===== src/logic/airs_pkg.sv =====
// Purpose: shared constants and types of the converter input/reference select block
// Assumes: register indices are byte address / 4
// Notes:   none
package airs_pkg;
    // ***************************************************
    // register indices
    // ***************************************************
    localparam logic [7:0] IDX_RES_LO   = 8'h78;
    localparam logic [7:0] IDX_RES_HI   = 8'h79;
    localparam logic [7:0] IDX_CTRL_B   = 8'h7B;
    localparam logic [7:0] IDX_SEL      = 8'h7C;
    localparam logic [7:0] IDX_IRQ_STAT = 8'h80;
    localparam logic [7:0] IDX_IRQ_MASK = 8'h81;
    // ***************************************************
    // fields and reset values
    // ***************************************************
    localparam int         SEL_REF_HI   = 7;
    localparam int         SEL_REF_LO   = 6;
    localparam int         SEL_ALIGN    = 5;
    localparam int         SEL_CH_HI    = 4;
    localparam int         CTLB_TOP     = 3;
    localparam logic [7:0] CTLB_WMASK   = 8'h4F;
    localparam logic [7:0] SEL_RST      = 8'h00;
    localparam logic [7:0] CTLB_RST     = 8'h00;
    localparam logic       MASK_RST     = 1'h0;
    localparam logic [1:0] RESP_OKAY    = 2'h0;
    localparam logic [1:0] RESP_SLVERR  = 2'h2;
    localparam logic [4:0] CODE_BANDGAP = 5'h1E;
    localparam logic [4:0] CODE_GROUND  = 5'h1F;
    // ***************************************************
    // types
    // ***************************************************
    typedef enum logic [1:0] {
        AIRS_REF_EXT    = 2'b00,
        AIRS_REF_SUPPLY = 2'b01,
        AIRS_REF_1V1    = 2'b10,
        AIRS_REF_2V56   = 2'b11
    } airs_ref_t;
    typedef enum logic [1:0] {
        AIRS_GAIN_1X   = 2'b00,
        AIRS_GAIN_10X  = 2'b01,
        AIRS_GAIN_200X = 2'b10
    } airs_gain_t;
    typedef enum logic [0:0] {
        AIRS_WR_IDLE = 1'b0,
        AIRS_WR_RESP = 1'b1
    } airs_wr_t;
endpackage


===== src/logic/airs_chan_decode.sv =====
// Purpose: registered decode of the 6-bit channel/gain code
// Assumes: code is stable while a conversion runs
// Notes:   upper half mirrors the lower half with inputs offset by 8, except codes 0x3E/0x3F, which decode as reserved
`timescale 1ns/1ps
module airs_chan_decode (
    input  wire logic                clk_sys,
    input  wire logic                rst,
    input  wire logic [5:0]          code,
    output logic                     single_ended_q,
    output logic                     differential_q,
    output logic [3:0]               pos_input_q,
    output logic [3:0]               neg_input_q,
    output airs_pkg::airs_gain_t     gain_q,
    output logic                     bandgap_q,
    output logic                     ground_q,
    output logic                     reserved_q
);
    logic [3:0]           ofs;
    logic                 se_d, df_d, bg_d, gnd_d, rsv_d;
    logic [3:0]           pos_d, neg_d;
    airs_pkg::airs_gain_t gain_d;

    always_comb begin
        ofs    = {code[5], 3'b000};
        se_d   = 1'b0;
        df_d   = 1'b0;
        bg_d   = 1'b0;
        gnd_d  = 1'b0;
        rsv_d  = 1'b0;
        pos_d  = 4'h0;
        neg_d  = 4'h0;
        gain_d = airs_pkg::AIRS_GAIN_1X;
        case (code[4:3])
            2'b00: begin
                se_d  = 1'b1;
                pos_d = {1'b0, code[2:0]} | ofs;
            end
            2'b01: begin
                df_d   = 1'b1;
                pos_d  = {2'b00, code[2], code[0]} | ofs;
                neg_d  = {2'b00, code[2], 1'b0} | ofs;
                gain_d = code[1] ? airs_pkg::AIRS_GAIN_200X : airs_pkg::AIRS_GAIN_10X;
            end
            2'b10: begin
                df_d  = 1'b1;
                pos_d = {1'b0, code[2:0]} | ofs;
                neg_d = 4'h1 | ofs;
            end
            default: begin
                if (code[2:1] != 2'b11) begin
                    df_d  = 1'b1;
                    pos_d = {1'b0, code[2:0]} | ofs;
                    neg_d = 4'h2 | ofs;
                end else if (!code[5]) begin
                    bg_d  = (code[4:0] == airs_pkg::CODE_BANDGAP);
                    gnd_d = (code[4:0] == airs_pkg::CODE_GROUND);
                end else begin
                    rsv_d = 1'b1;
                end
            end
        endcase
    end

    always_ff @(posedge clk_sys or posedge rst) begin
        if (rst) begin
            single_ended_q <= 1'b0;
            differential_q <= 1'b0;
            pos_input_q    <= 4'h0;
            neg_input_q    <= 4'h0;
            gain_q         <= airs_pkg::AIRS_GAIN_1X;
            bandgap_q      <= 1'b0;
            ground_q       <= 1'b0;
            reserved_q     <= 1'b0;
        end else begin
            single_ended_q <= se_d;
            differential_q <= df_d;
            pos_input_q    <= pos_d;
            neg_input_q    <= neg_d;
            gain_q         <= gain_d;
            bandgap_q      <= bg_d;
            ground_q       <= gnd_d;
            reserved_q     <= rsv_d;
        end
    end
endmodule


===== src/logic/airs_top.sv =====
// Purpose: reference, channel/gain and alignment control of the converter
// Assumes: conv_busy/conv_done/conv_result come from logic on clk_sys
// Notes:   AXI4-Lite slave, one write and one read outstanding
`timescale 1ns/1ps
module airs_top #(
    parameter int ADDR_W    = 12,
    parameter bit HAS_UPPER = 1'b1
) (
    input  wire logic                clk_sys,
    input  wire logic                rst,
    input  wire logic [ADDR_W-1:0]   s_axi_awaddr,
    input  wire logic                s_axi_awvalid,
    output logic                     s_axi_awready,
    input  wire logic [31:0]         s_axi_wdata,
    input  wire logic [3:0]          s_axi_wstrb,
    input  wire logic                s_axi_wvalid,
    output logic                     s_axi_wready,
    output logic [1:0]               s_axi_bresp,
    output logic                     s_axi_bvalid,
    input  wire logic                s_axi_bready,
    input  wire logic [ADDR_W-1:0]   s_axi_araddr,
    input  wire logic                s_axi_arvalid,
    output logic                     s_axi_arready,
    output logic [31:0]              s_axi_rdata,
    output logic [1:0]               s_axi_rresp,
    output logic                     s_axi_rvalid,
    input  wire logic                s_axi_rready,
    input  wire logic                conv_busy,
    input  wire logic                conv_done,
    input  wire logic [9:0]          conv_result,
    output airs_pkg::airs_ref_t      reference_select,
    output logic [5:0]               channel_code,
    output logic                     single_ended,
    output logic                     differential,
    output logic [3:0]               pos_input,
    output logic [3:0]               neg_input,
    output airs_pkg::airs_gain_t     gain,
    output logic                     bandgap_source,
    output logic                     ground_select,
    output logic                     reserved_code,
    output logic                     result_is_signed,
    output logic                     irq
);
    // ***************************************************
    // state
    // ***************************************************
    logic [7:0]          sel_q;
    logic [7:0]          ctlb_q;
    logic [9:0]          result_q;
    logic                signed_q;
    logic                done_q;
    logic                mask_q;
    airs_pkg::airs_ref_t ref_q;
    logic [5:0]          code_q;
    logic [5:0]          code_d;
    logic                apply;
    airs_pkg::airs_wr_t  wr_st_q;
    logic                aw_have_q;
    logic                w_have_q;
    logic [ADDR_W-1:0]   awaddr_q;
    logic [7:0]          wdata_q;
    logic                wlane_q;
    logic [1:0]          bresp_q;
    logic [31:0]         rdata_q;
    logic [1:0]          rresp_q;
    logic                rvalid_q;
    logic                wr_go;
    logic [7:0]          wr_idx;
    logic [7:0]          rd_word;
    logic                done_clr;

    // ***************************************************
    // address decode
    // ***************************************************
    function automatic logic [7:0] idx_of(input logic [ADDR_W-1:0] a);
        idx_of = a[9:2];
    endfunction

    function automatic logic mapped(input logic [ADDR_W-1:0] a);
        logic [7:0] i;
        i = a[9:2];
        mapped = (a[1:0] == 2'b00) && (a[ADDR_W-1:10] == '0)
            && (i == airs_pkg::IDX_RES_LO || i == airs_pkg::IDX_RES_HI
            || i == airs_pkg::IDX_CTRL_B || i == airs_pkg::IDX_SEL
            || i == airs_pkg::IDX_IRQ_STAT || i == airs_pkg::IDX_IRQ_MASK);
    endfunction

    // ***************************************************
    // write channel
    // ***************************************************
    assign s_axi_awready = !aw_have_q && (wr_st_q == airs_pkg::AIRS_WR_IDLE);
    assign s_axi_wready  = !w_have_q && (wr_st_q == airs_pkg::AIRS_WR_IDLE);
    assign s_axi_bvalid  = (wr_st_q == airs_pkg::AIRS_WR_RESP);
    assign s_axi_bresp   = bresp_q;
    assign wr_go         = aw_have_q && w_have_q;
    assign wr_idx        = idx_of(awaddr_q);

    always_ff @(posedge clk_sys or posedge rst) begin
        if (rst) begin
            wr_st_q   <= airs_pkg::AIRS_WR_IDLE;
            aw_have_q <= 1'b0;
            w_have_q  <= 1'b0;
            awaddr_q  <= '0;
            wdata_q   <= 8'h00;
            wlane_q   <= 1'b0;
            bresp_q   <= airs_pkg::RESP_OKAY;
        end else begin
            if (s_axi_awvalid && s_axi_awready) begin
                aw_have_q <= 1'b1;
                awaddr_q  <= s_axi_awaddr;
            end
            if (s_axi_wvalid && s_axi_wready) begin
                w_have_q <= 1'b1;
                wdata_q  <= s_axi_wdata[7:0];
                wlane_q  <= s_axi_wstrb[0];
            end
            case (wr_st_q)
                airs_pkg::AIRS_WR_IDLE: begin
                    if (wr_go) begin
                        wr_st_q   <= airs_pkg::AIRS_WR_RESP;
                        aw_have_q <= 1'b0;
                        w_have_q  <= 1'b0;
                        bresp_q   <= mapped(awaddr_q) ? airs_pkg::RESP_OKAY : airs_pkg::RESP_SLVERR;
                    end
                end
                default: begin
                    if (s_axi_bready) begin
                        wr_st_q <= airs_pkg::AIRS_WR_IDLE;
                    end
                end
            endcase
        end
    end

    // ***************************************************
    // software registers
    // ***************************************************
    always_ff @(posedge clk_sys or posedge rst) begin
        if (rst) begin
            sel_q  <= airs_pkg::SEL_RST;
            ctlb_q <= airs_pkg::CTLB_RST;
            mask_q <= airs_pkg::MASK_RST;
        end else if (wr_go && wlane_q && wr_st_q == airs_pkg::AIRS_WR_IDLE) begin
            if (wr_idx == airs_pkg::IDX_SEL) begin
                sel_q <= wdata_q;
            end else if (wr_idx == airs_pkg::IDX_CTRL_B) begin
                ctlb_q <= wdata_q & airs_pkg::CTLB_WMASK;
            end else if (wr_idx == airs_pkg::IDX_IRQ_MASK) begin
                mask_q <= wdata_q[0];
            end
        end
    end

    assign done_clr = wr_go && wlane_q && (wr_st_q == airs_pkg::AIRS_WR_IDLE)
        && (wr_idx == airs_pkg::IDX_IRQ_STAT) && wdata_q[0];

    // set wins over a same-cycle clear
    always_ff @(posedge clk_sys or posedge rst) begin
        if (rst) begin
            done_q <= 1'b0;
        end else begin
            done_q <= conv_done || (done_q && !done_clr);
        end
    end

    assign irq = done_q && mask_q;

    // ***************************************************
    // settings in use and result capture
    // ***************************************************
    assign apply  = !conv_busy || conv_done;
    assign code_d = {HAS_UPPER ? ctlb_q[airs_pkg::CTLB_TOP] : 1'b0,
        sel_q[airs_pkg::SEL_CH_HI:0]};

    always_ff @(posedge clk_sys or posedge rst) begin
        if (rst) begin
            ref_q  <= airs_pkg::AIRS_REF_EXT;
            code_q <= 6'h00;
        end else if (apply) begin
            ref_q  <= airs_pkg::airs_ref_t'(sel_q[airs_pkg::SEL_REF_HI:airs_pkg::SEL_REF_LO]);
            code_q <= code_d;
        end
    end

    always_ff @(posedge clk_sys or posedge rst) begin
        if (rst) begin
            result_q <= 10'h000;
            signed_q <= 1'b0;
        end else if (conv_done) begin
            result_q <= conv_result;
            signed_q <= differential;
        end
    end

    assign reference_select = ref_q;
    assign channel_code     = code_q;
    assign result_is_signed = signed_q;

    airs_chan_decode u_dec (
        .clk_sys        (clk_sys),
        .rst            (rst),
        .code           (code_q),
        .single_ended_q (single_ended),
        .differential_q (differential),
        .pos_input_q    (pos_input),
        .neg_input_q    (neg_input),
        .gain_q         (gain),
        .bandgap_q      (bandgap_source),
        .ground_q       (ground_select),
        .reserved_q     (reserved_code)
    );

    // ***************************************************
    // read channel
    // ***************************************************
    always_comb begin
        rd_word = 8'h00;
        if (idx_of(s_axi_araddr) == airs_pkg::IDX_RES_LO) begin
            rd_word = sel_q[airs_pkg::SEL_ALIGN] ? {result_q[1:0], 6'h00} : result_q[7:0];
        end else if (idx_of(s_axi_araddr) == airs_pkg::IDX_RES_HI) begin
            rd_word = sel_q[airs_pkg::SEL_ALIGN] ? result_q[9:2] : {6'h00, result_q[9:8]};
        end else if (idx_of(s_axi_araddr) == airs_pkg::IDX_CTRL_B) begin
            rd_word = ctlb_q;
        end else if (idx_of(s_axi_araddr) == airs_pkg::IDX_SEL) begin
            rd_word = sel_q;
        end else if (idx_of(s_axi_araddr) == airs_pkg::IDX_IRQ_STAT) begin
            rd_word = {7'h00, done_q};
        end else if (idx_of(s_axi_araddr) == airs_pkg::IDX_IRQ_MASK) begin
            rd_word = {7'h00, mask_q};
        end
    end

    assign s_axi_arready = !rvalid_q;
    assign s_axi_rvalid  = rvalid_q;
    assign s_axi_rdata   = rdata_q;
    assign s_axi_rresp   = rresp_q;

    always_ff @(posedge clk_sys or posedge rst) begin
        if (rst) begin
            rvalid_q <= 1'b0;
            rdata_q  <= 32'h00000000;
            rresp_q  <= airs_pkg::RESP_OKAY;
        end else if (s_axi_arvalid && !rvalid_q) begin
            rvalid_q <= 1'b1;
            rdata_q  <= mapped(s_axi_araddr) ? {24'h000000, rd_word} : 32'h00000000;
            rresp_q  <= mapped(s_axi_araddr) ? airs_pkg::RESP_OKAY : airs_pkg::RESP_SLVERR;
        end else if (s_axi_rready) begin
            rvalid_q <= 1'b0;
        end
    end
endmodule


===== config.mk =====
export PLATFORM = sky130hd
export DESIGN_NAME = airs_top
export DESIGN_NICKNAME = d
export VERILOG_FILES = /design/src/logic/airs_pkg.sv /design/src/logic/airs_chan_decode.sv /design/src/logic/airs_top.sv
export SDC_FILE = /design/constraint.sdc
export NUM_CORES = 1
export LEC_CHECK = 0
export BUFFER_PORTS_ARGS = -buffer_cell sky130_fd_sc_hd__buf_2
export CAP_MARGIN = 10
export CORE_MARGIN = 5
export CORE_UTILIZATION = 53
export DETAILED_ROUTE_END_ITERATION = 12
export PLACE_DENSITY = 0.95
export SKIP_LAST_GASP = 1
export SLEW_MARGIN = 20
export SYNTH_ARGS = -nofsm -noshare
export SYNTH_HDL_FRONTEND = slang
export SYNTH_SLANG_ARGS = --single-unit

===== constraint.sdc =====
create_clock -name clk_sys -period 7.3 [get_ports clk_sys]
set_clock_uncertainty 0.2 [all_clocks]
set_input_delay 0.365 -clock clk_sys [delete_from_list [all_inputs] [get_ports clk_sys]]
set_output_delay 0.365 -clock clk_sys [all_outputs]
set_load 0.1 [all_outputs]

==> results_dict.tcl, run 1 <==
set metrics [dict create \
    status "complete, but fails checks" \
    failed_checks "negative hold slack" \
    crit_type "register to register" \
    netlist_instances 321 \
    routabilityCongestion 0.8570 \
    ys_types 46 \
    wl_met3_um 680 \
    drt_wl_total_um 8229 \
    cp-start-kind "register" \
    crit_required_ps 7340 \
    die_h_um 95.16 \
    crit_arrival_ps 2060 \
    relSlewSlack_pct 49.71 \
    synthFlopType "dfrtp_1" \
    synth-seq-cells 83 \
    cts_root_buf "clkbuf_8" \
    dieArea_um2 9055 \
    syn_area_um2 3844 \
    drcViolationCount 0 \
    final_common_cell "buf_2" \
    grt_max_degree 84 \
    overflow 0 \
    cts_num_sinks 83 \
    yosysSeqAreaShare_pct 54.04 \
    hold_viol_final 6 \
    cts_tree "yes" \
    area_growth_pct 17.51 \
    clk_pin_slew_ps 90 \
    rows 31 \
    num_vias 2695 \
    synth-edff-count 0 \
    start_util_pct 53.57 \
    period_minus_slack_ps 2020 \
    grt_pass1_vias 2678 \
    h-tree-depth 3 \
    clock.fmax_mhz 495.0 \
    syn_area_per_cell_um2 11.97 \
    cts-resized-gates 0 \
    num-nets-final 498 \
    r2r-start "awaddr_q[9]" \
    setup_slack_ps 5280 \
    cts_setup_buffers 0 \
    drv_cap 0 \
    drtPass1Iterations 4 \
    setup_viol 0 \
    drive_above_1_share_pct 39.86 \
    worstReg2RegEnd "ctlb_q[3]" \
    post-route-util_pct 62.95 \
    die_w_um 95.16 \
    finalSetupTns_ps 0 \
    via_per_inst 5.203 \
    grt_use_total_pct 18.86 \
    dp.final_hpwl_um 6282 \
    rsz0062_at_grt "no" \
    worstMarginPinSlew_ps 752.9 \
    antenna_found_initial 0 \
    wl_per_cell_um 15.89 \
    power.leakage_uw 0.002251 \
    cts_hold_buf 2 \
    period_share_pct 27.68 \
    dp_slack_ps 5302 \
    nFillCells 585 \
    cp_max_fo 5 \
    worstRegToRegCells 5 \
    async_flop_share_pct 100.0 \
    p_per_area_nw_per_um2 319.2 \
    cts_made_buffers 9 \
    highest_layer "met4" \
    hold_class "input pin to async pin" \
    insertion_delay_ps 360 \
    mostFrequentLayoutCells "90 x buf_2, 83 x dfrtp_1, 53 x mux2_2" \
    whs_ps -3.707 \
    io_pins 145 \
    yosys_warnings 0 \
    met2_length_um 4269 \
    cts_buffer_depth 2 \
    wl_met1_um 3203 \
    drt-initial-drc-count 151 \
    port_buffers 90 \
    maxSlewViolCount 0 \
    grt_pass1_wl_um 12960 \
    drtAntennaViolNets 0 \
    core_um2 7176 \
    reg2reg_slack_ps 5280 \
    cp-end-kind "register" \
    diodes 0 \
    max-vdd-ir-drop_uv 358.3 \
]
how the worst max path moves through the flow:
stage                     cells after the start        endpoint            start  slack [ps]
final                                         5       ctlb_q[3]      awaddr_q[9]        5280
after global routing                          5       ctlb_q[3]      awaddr_q[9]        5190
after CTS                                     5       ctlb_q[3]      awaddr_q[9]        5250
after detailed placement                      5       ctlb_q[1]      awaddr_q[9]        5300
after global placement                        6  s_axi_rdata[4]  s_axi_araddr[2]        5370
after floorplan                               4     awaddr_q[0]     s_axi_bvalid        3900
synthesized netlist by cell type, types with 2 or more instances:
master / number / share of area (%)
dfrtp_1: 83 / 54
mux2_2: 53 / 16
buf_4: 29 / 5.7
nand2_1: 17 / 1.7
a21oi_1: 16 / 2.1
inv_1: 15 / 1.5
nor2_1: 15 / 1.5
o21ai_0: 9 / 1.2
and2_1: 7 / 1.1
ha_1: 5 / 1.6
o31ai_1: 5 / 0.98
buf_2: 4 / 0.52
nand2b_1: 4 / 0.65
nor2b_1: 4 / 0.65
nor4_1: 4 / 0.65
a21o_1: 3 / 0.59
a222oi_1: 3 / 0.78
a22o_1: 3 / 0.68
and3_1: 3 / 0.49
clkbuf_1: 3 / 0.29
mux2i_1: 3 / 0.78
nand3_1: 3 / 0.39
o21a_1: 3 / 0.59
and4_1: 2 / 0.46
nand4_1: 2 / 0.33
nor3_1: 2 / 0.26
nor4_2: 2 / 0.65
cell type report:
type | instances | area, um2 | share of cell area, %
Tap cell | 99 | 123.9 | 2.742
Clock inverter | 7 | 98.84 | 2.188
Inverter | 15 | 57.56 | 1.274
Timing Repair Buffer | 93 | 481.7 | 10.66
Multi-Input combinational cell | 212 | 1554 | 34.40
Clock buffer | 9 | 123.9 | 2.742
Sequential cell | 83 | 2077 | 45.98
power by group:
part | leakage [uW] | internal [uW] | switching (uW) | total (uW)
Sequential | 0.00106 | 550 | 76.0 | 626
Clock | 0.000110 | 195 | 173 | 368
Combinational | 0.00108 | 131 | 317 | 448
Total | 0.00225 | 876 | 566 | 1440
worst max-delay path, stage by stage, from the launching register on:
cell	delay, ps
dfrtp_1	390
nor2b_1	110
nand4_1	190
nor3b_2	260
and4_1	380
mux2_2	380
metal layers:
metal / vias to the layer above / GRT usage, %
met2: 106 / 33.24
li1: 1268 / -
met5: - / 0
met4: 0 / 6.010
met1: 1312 / 22.19
met3: 9 / 5.288
sequential cells by signal, summed over array words and instances (netlist names), 2 cells and up:
signal,cells
reference_select,2
ctlb_q,5
u_dec.pos_input_q,4
u_dec.gain_q,2
s_axi_rdata,8
awaddr_q,12
channel_code,6
sel_q,8
result_q,10
u_dec.neg_input_q,3
wdata_q,8
kinds of logic (layout without fill, tap and decap cells):
family                     Yosys count  after routing  share of synthesized area [%]
DFF                                 83             83                          54.04
other                                1             27                        0.09756
and+or+nand+nor                     74             74                          11.17
muxes                               56             56                          16.31
adders and majority gates            5              5                          1.628
AOI/OAI and AO/OA                   50             50                          8.692
buffers and inverters               52            124                          8.073
metrics by stage:
stage / total power (uW) / hold slack, ps / cells / area [um2]
floorplan: 1004 / 261.4 / 347 / 3941
global placement: 1060 / 260.5 / 500 / 4270
detailed placement: 1083 / 280.4 / 500 / 4270
CTS: 1448 / 16.58 / 518 / 4513
global route: 1505 / 23.50 / 518 / 4517
finish: 1442 / -3.707 / 518 / 4517
Note: power is estimated with default switching activity, not from simulation.
==> run 2: changes to the inputs <==
Settings changed: CORE_UTILIZATION 53 to 49, PLACE_DENSITY 0.95 to 0.9.
Clock period 7.3 ns to 1.9 ns, I/O delays scaled along.
==> results_dict.tcl, run 2 (synthesis results as in run 1) <==
set metrics [dict create \
    cts_buffer_depth 2 \
    routabilityCongestion 0.9155 \
    hold_class "input pin to register" \
    whs_ps 32.17 \
    largest_reg_flops 12 \
    rsz0062_at_grt "yes" \
    cp-end-kind "register" \
    r2r-start "awaddr_q[9]" \
    setup_viol 0 \
    rows 32 \
    post-route-util_pct 67.14 \
    start_util_pct 50.00 \
    overflow 0 \
    crit_arrival_ps 1880 \
    p_per_area_nw_per_um2 1158 \
    nFillCells 566 \
    drive_above_1_share_pct 41.67 \
    drcViolationCount 0 \
    dp_slack_ps -16.48 \
    drtAntennaViolNets 0 \
    via_per_inst 5.177 \
    grt_max_degree 67 \
    core_um2 7687 \
    drtPass1Iterations 4 \
    crit_start "awaddr_q[9]" \
    clk_pin_slew_ps 90 \
    place_inst 509 \
    wl_per_cell_um 16.14 \
    dieArea_um2 9715 \
    max-vdd-ir-drop_uv 1135 \
    port_buffers 90 \
    antenna_found_initial 0 \
    top_regs "awaddr_q x12, result_q x10" \
    final_cells 570 \
    hold_viol_final 0 \
    grt_pass1_wl_um 14850 \
    worstRegToRegCells 5 \
    setup_slack_ps 63.81 \
    multi_input_area_um2 1687 \
    period_share_pct 96.64 \
    period_minus_slack_ps 1836 \
    diodes 0 \
    cts_tree "yes" \
    dp.final_hpwl_um 6435 \
    drt-initial-drc-count 101 \
    grt_use_total_pct 19.00 \
    drv_cap 0 \
    final-seq-area_um2 2095 \
    final_common_cell "buf_2" \
    cp-start-kind "register" \
    area_growth_pct 34.28 \
    num-nets-final 547 \
    drt_wl_total_um 9197 \
    crit_type "register to register" \
    cts_made_buffers 9 \
    clock.fmax_mhz 544.6 \
    die_w_um 98.57 \
    mostFrequentLayoutCells "90 x buf_2, 77 x dfrtp_1, 42 x dlygate4sd3_1" \
    grt_pass1_vias 3081 \
    power.leakage_uw 0.002526 \
    largest_register "awaddr_q" \
    holdPathStages 4 \
    io_pins 145 \
    h-tree-depth 3 \
    cp_max_fo 5 \
    status "finished clean" \
    cts_num_sinks 83 \
    insertion_delay_ps 350 \
    min-delay-start "s_axi_wvalid" \
    maxSlewViolCount 0 \
    crit_required_ps 1940 \
    num_vias 2951 \
    cts_root_buf "clkbuf_8" \
    die_h_um 98.57 \
]
## run 2: cell count changes in the layout (fill, tap and decap cells not counted), sizes merged
cell / change
dlygate4sd3: +40
buf: +9
clkinv: -3
clkinvlp: +3
## run 2: metal layers
metal / vias up / wire length [um] / global-route usage, % / share of wire (%)
li1: 1365 / - / - / -
met1: 1431 / 3576 / 22.29 / 39
met2: 136 / 4684 / 33.28 / 51
met3: 19 / 770 / 5.308 / 8.4
met4: 0 / 165 / 6.828 / 1.8
met5: - / 0 / 0 / 0
## run 2: area by class of cell
class	count	share of cell area (%)
Multi-Input combinational cell	212	32.68
Inverter	15	1.236
Sequential cell	83	40.58
Tap cell	102	2.473
Clock buffer	9	2.400
Clock inverter	7	2.061
Timing Repair Buffer	142	18.57
## run 2: path summary, 6_finish.rpt
kind | to | slack, ps
max in group asynchronous | s_axi_rvalid | 750
hold / removal | w_have_q | 30
setup reg to reg | ctlb_q[1] | 60
hold reg to reg | s_axi_rdata[3] | 290
min in group asynchronous | s_axi_bvalid | 80
setup / recovery | ctlb_q[1] | 60
## run 2: timing repair
item / 4_1_cts / 5_1_grt
gates cloned: 0 / 0
hold buffers: 42 / 0
pin swaps: 0 / 3
hold endpoints to repair: 127 / 0
gates resized for setup: 1 / 1
endpoints found under the setup margin: 5 / 8
setup buffers: 0 / 3
## run 2: per-stage QoR
step                total power, uW  instance area, um2  TNS (ps)
global route                   6224                5161    -10.29
global placement               4359                4486         0
detailed placement             4447                4486    -57.09
floorplan                      4134                4126     -7492
CTS                            5957                5137         0
finish                         5977                5161         0
## run 2: worst max-delay path, stage by stage (launching register included)
cell and delay, ps:
dfrtp_1 410, nor2b_1 110, nand4_1 120, nor3b_2 250, and4_4 290, mux2_2 340
## run 2: power by group
group / total (uW) / internal (uW) / switching (uW)
Sequential: 2460 / 2120 / 332
Clock: 1450 / 762 / 689
Combinational: 2070 / 766 / 1300
==> run 3: changes to the inputs <==
Settings changed: CORE_UTILIZATION 49 to 26, CTS_BUF_LIST from default to sky130_fd_sc_hd__clkbuf_2, PLACE_DENSITY 0.9 to 0.58, SYNTH_HIERARCHICAL from default to 1.
==> results_dict.tcl, run 3 <==
set metrics [dict create \
    cp_max_fo 2 \
    area_growth_pct 41.79 \
    core_um2 14640 \
    synth_area_leader_cell "dfrtp_1" \
    yosys_warnings 6 \
    synthTopCellsByCount "83 x dfrtp_1, 53 x mux2_2, 29 x buf_4" \
    grt_pass1_wl_um 16730 \
    cts_tree "yes" \
    drive_above_1_share_pct 40.99 \
    rsz0062_at_grt "yes" \
    wl_met1_um 4497 \
    synth-edff-count 0 \
    drtPass1Iterations 4 \
    cp.buffers_inverters 3 \
    async_flop_share_pct 100.0 \
    cp.depth 8 \
    maxSlewViolCount 0 \
    power.leakage_uw 0.002622 \
    highest_layer "met4" \
    reg2reg_slack_ps 70 \
    syn_area_per_cell_um2 12.06 \
    insertion_delay_ps 530 \
    die_w_um 132.6 \
    wl_per_cell_um 14.34 \
    max-vdd-ir-drop_uv 1065 \
    synth.area.top_cells "dfrtp_1 53%, mux2_2 15%, buf_4 5.6%, o21ai_0 1.7%, ha_1 1.6%" \
    nFillCells 1425 \
    dieArea_um2 17580 \
    largest_reg_flops 12 \
    final_common_cell "buf_2" \
    critPathMaxStageDelay_ps 550 \
    drt-initial-drc-count 120 \
    grt_max_degree 28 \
    port_buffers 90 \
    routabilityCongestion 0.8026 \
    hold_class "input pin to register" \
    drt_wl_total_um 9878 \
    clock.fmax_mhz 542.5 \
    cts_buffer_depth 2 \
    synth-seq-cells 83 \
    final_cells 689 \
    worstMarginPinSlew_ps 627.0 \
    status "finished clean" \
    cts_root_buf "clkbuf_2" \
    clk_pin_slew_ps 240 \
    via_per_inst 4.364 \
    die_h_um 132.6 \
    antenna_found_initial 0 \
    cts_num_sinks 83 \
    wl_met3_um 655 \
    period_minus_slack_ps 1843 \
    period_share_pct 97.01 \
    met2_length_um 4620 \
    relSlewSlack_pct 58.11 \
    cp-end-kind "register" \
    grt_use_total_pct 11.60 \
    grt_pass1_vias 3152 \
    p_per_area_nw_per_um2 1004 \
    synth.most_common_cell "dfrtp_1" \
    mostFrequentLayoutCells "82 x buf_2, 79 x dfrtp_1, 65 x dlygate4sd3_1" \
    path_common_cell "dlygate4sd3_1" \
    top_regs "awaddr_q x12, result_q x10" \
    crit_arrival_ps 2140 \
    crit_path_cell_trace "dlygate4sd3_1, buf_2, nor2_1, dlygate4sd3_1, nand3_1, o22a_1, o22ai_1, a32o_1" \
    crit_slowest_cell "dlygate4sd3_1" \
    start_util_pct 26.68 \
    netlist_instances 324 \
    yosysSeqAreaShare_pct 53.15 \
    holdPathStages 3 \
    cp-start-kind "input pin" \
    drtAntennaViolNets 0 \
    num_vias 3007 \
    worstRegToRegCells 6 \
    largest_register "awaddr_q" \
    io_pins 145 \
    crit_required_ps 2200 \
    drcViolationCount 0 \
    synthFlopType "dfrtp_1" \
    critPathTopFamily "buffers and inverters" \
    synth_top_area_share_pct 53.15 \
    ys_types 50 \
    crit_type "input pin to register" \
    rows 44 \
    cts_made_buffers 9 \
    overflow 0 \
    dp.final_hpwl_um 7273 \
    num-nets-final 584 \
    finalSetupTns_ps 0 \
    place_inst 598 \
    setup_viol 0 \
    h-tree-depth 3 \
    diodes 0 \
    hold_viol_final 0 \
    drv_cap 0 \
    syn_area_um2 3907 \
]
## run 3: changes by cell type in the layout (fill, tap and decap cells not counted), moves of 9 or more
cell / change
mux2_4: -9
clkbuf_8: -9
dlygate4sd3_1: +23
buf_4: +15
clkbuf_2: +9
mux2_2: +9
## run 3: per-layer routing
layer	vias to the layer above	track usage (%)
met5	-	0
met4	0	2.945
met3	8	3.834
met2	102	18.49
met1	1440	15.24
li1	1457	-
## run 3: power breakdown
part	switching (uW)	internal (uW)	total, uW
clock network	611	299	910
registers	289	2110	2400
logic	1360	887	2250
## run 3: cell families (layout without fill, tap and decap cells)
kind of cell / Yosys count / in the layout / share of synthesized area (%)
DFF: 83 / 83 / 53.15
AOI/OAI and AO/OA: 55 / 55 / 9.830
buffers and inverters: 51 / 207 / 8.037
muxes: 58 / 58 / 16.55
and+or+nand+nor: 70 / 70 / 10.63
adders and majority gates: 5 / 5 / 1.601
other: 2 / 27 / 0.1922
## run 3: tightest hold or removal path, cell delays in order
cell and delay (ps):
dlygate4sd3_1 510, buf_2 90, mux2_4 130
## run 3: cell type report
cell class                 instances  area (um2)  area share [%]
multi-input combinational        215        1725           31.14
tap                              184       230.2           4.155
clock buffer                       9       45.04          0.8130
timing repair buffer             179        1336           24.12
clock inverter                     7       68.82           1.242
inverter                          12       52.55          0.9485
sequential                        83        2082           37.58
## run 3: path summary, 6_finish.rpt
kind,start,to
min in group asynchronous,rst,u_dec/pos_input_q[0]
max in group asynchronous,rst,ctlb_q[2]
setup / recovery,s_axi_araddr[5],s_axi_rdata[0]
hold reg to reg,s_axi_rdata[7],s_axi_rdata[7]
setup reg to reg,awaddr_q[5],mask_q
hold / removal,s_axi_awaddr[11],awaddr_q[11]
## run 3: repair_timing
| action | CTS | global route |
|---|---|---|
| pin swaps | 0 | 5 |
| hold endpoints to repair | 137 | 0 |
| setup buffers | 1 | 9 |
| hold buffers | 66 | 0 |
| gates resized for setup | 6 | 15 |
| endpoints found under the setup margin | 12 | 23 |
## run 3: per-stage QoR
step | area [um2] | hold slack (ps) | setup WS [ps] | util [%] | power [uW]
after global placement | 4624 | -24.59 | 53.83 | 31.58 | 4360
final | 5540 | 104.8 | 56.76 | 37.83 | 5560
after detailed placement | 4624 | -22.93 | -3.630 | 31.58 | 4407
after global routing | 5540 | 34.44 | -31.83 | 37.83 | 5874
after floorplan | 4115 | -215.8 | -343.7 | - | 4036
after CTS | 5421 | 9.173 | -32.59 | 37.02 | 5476
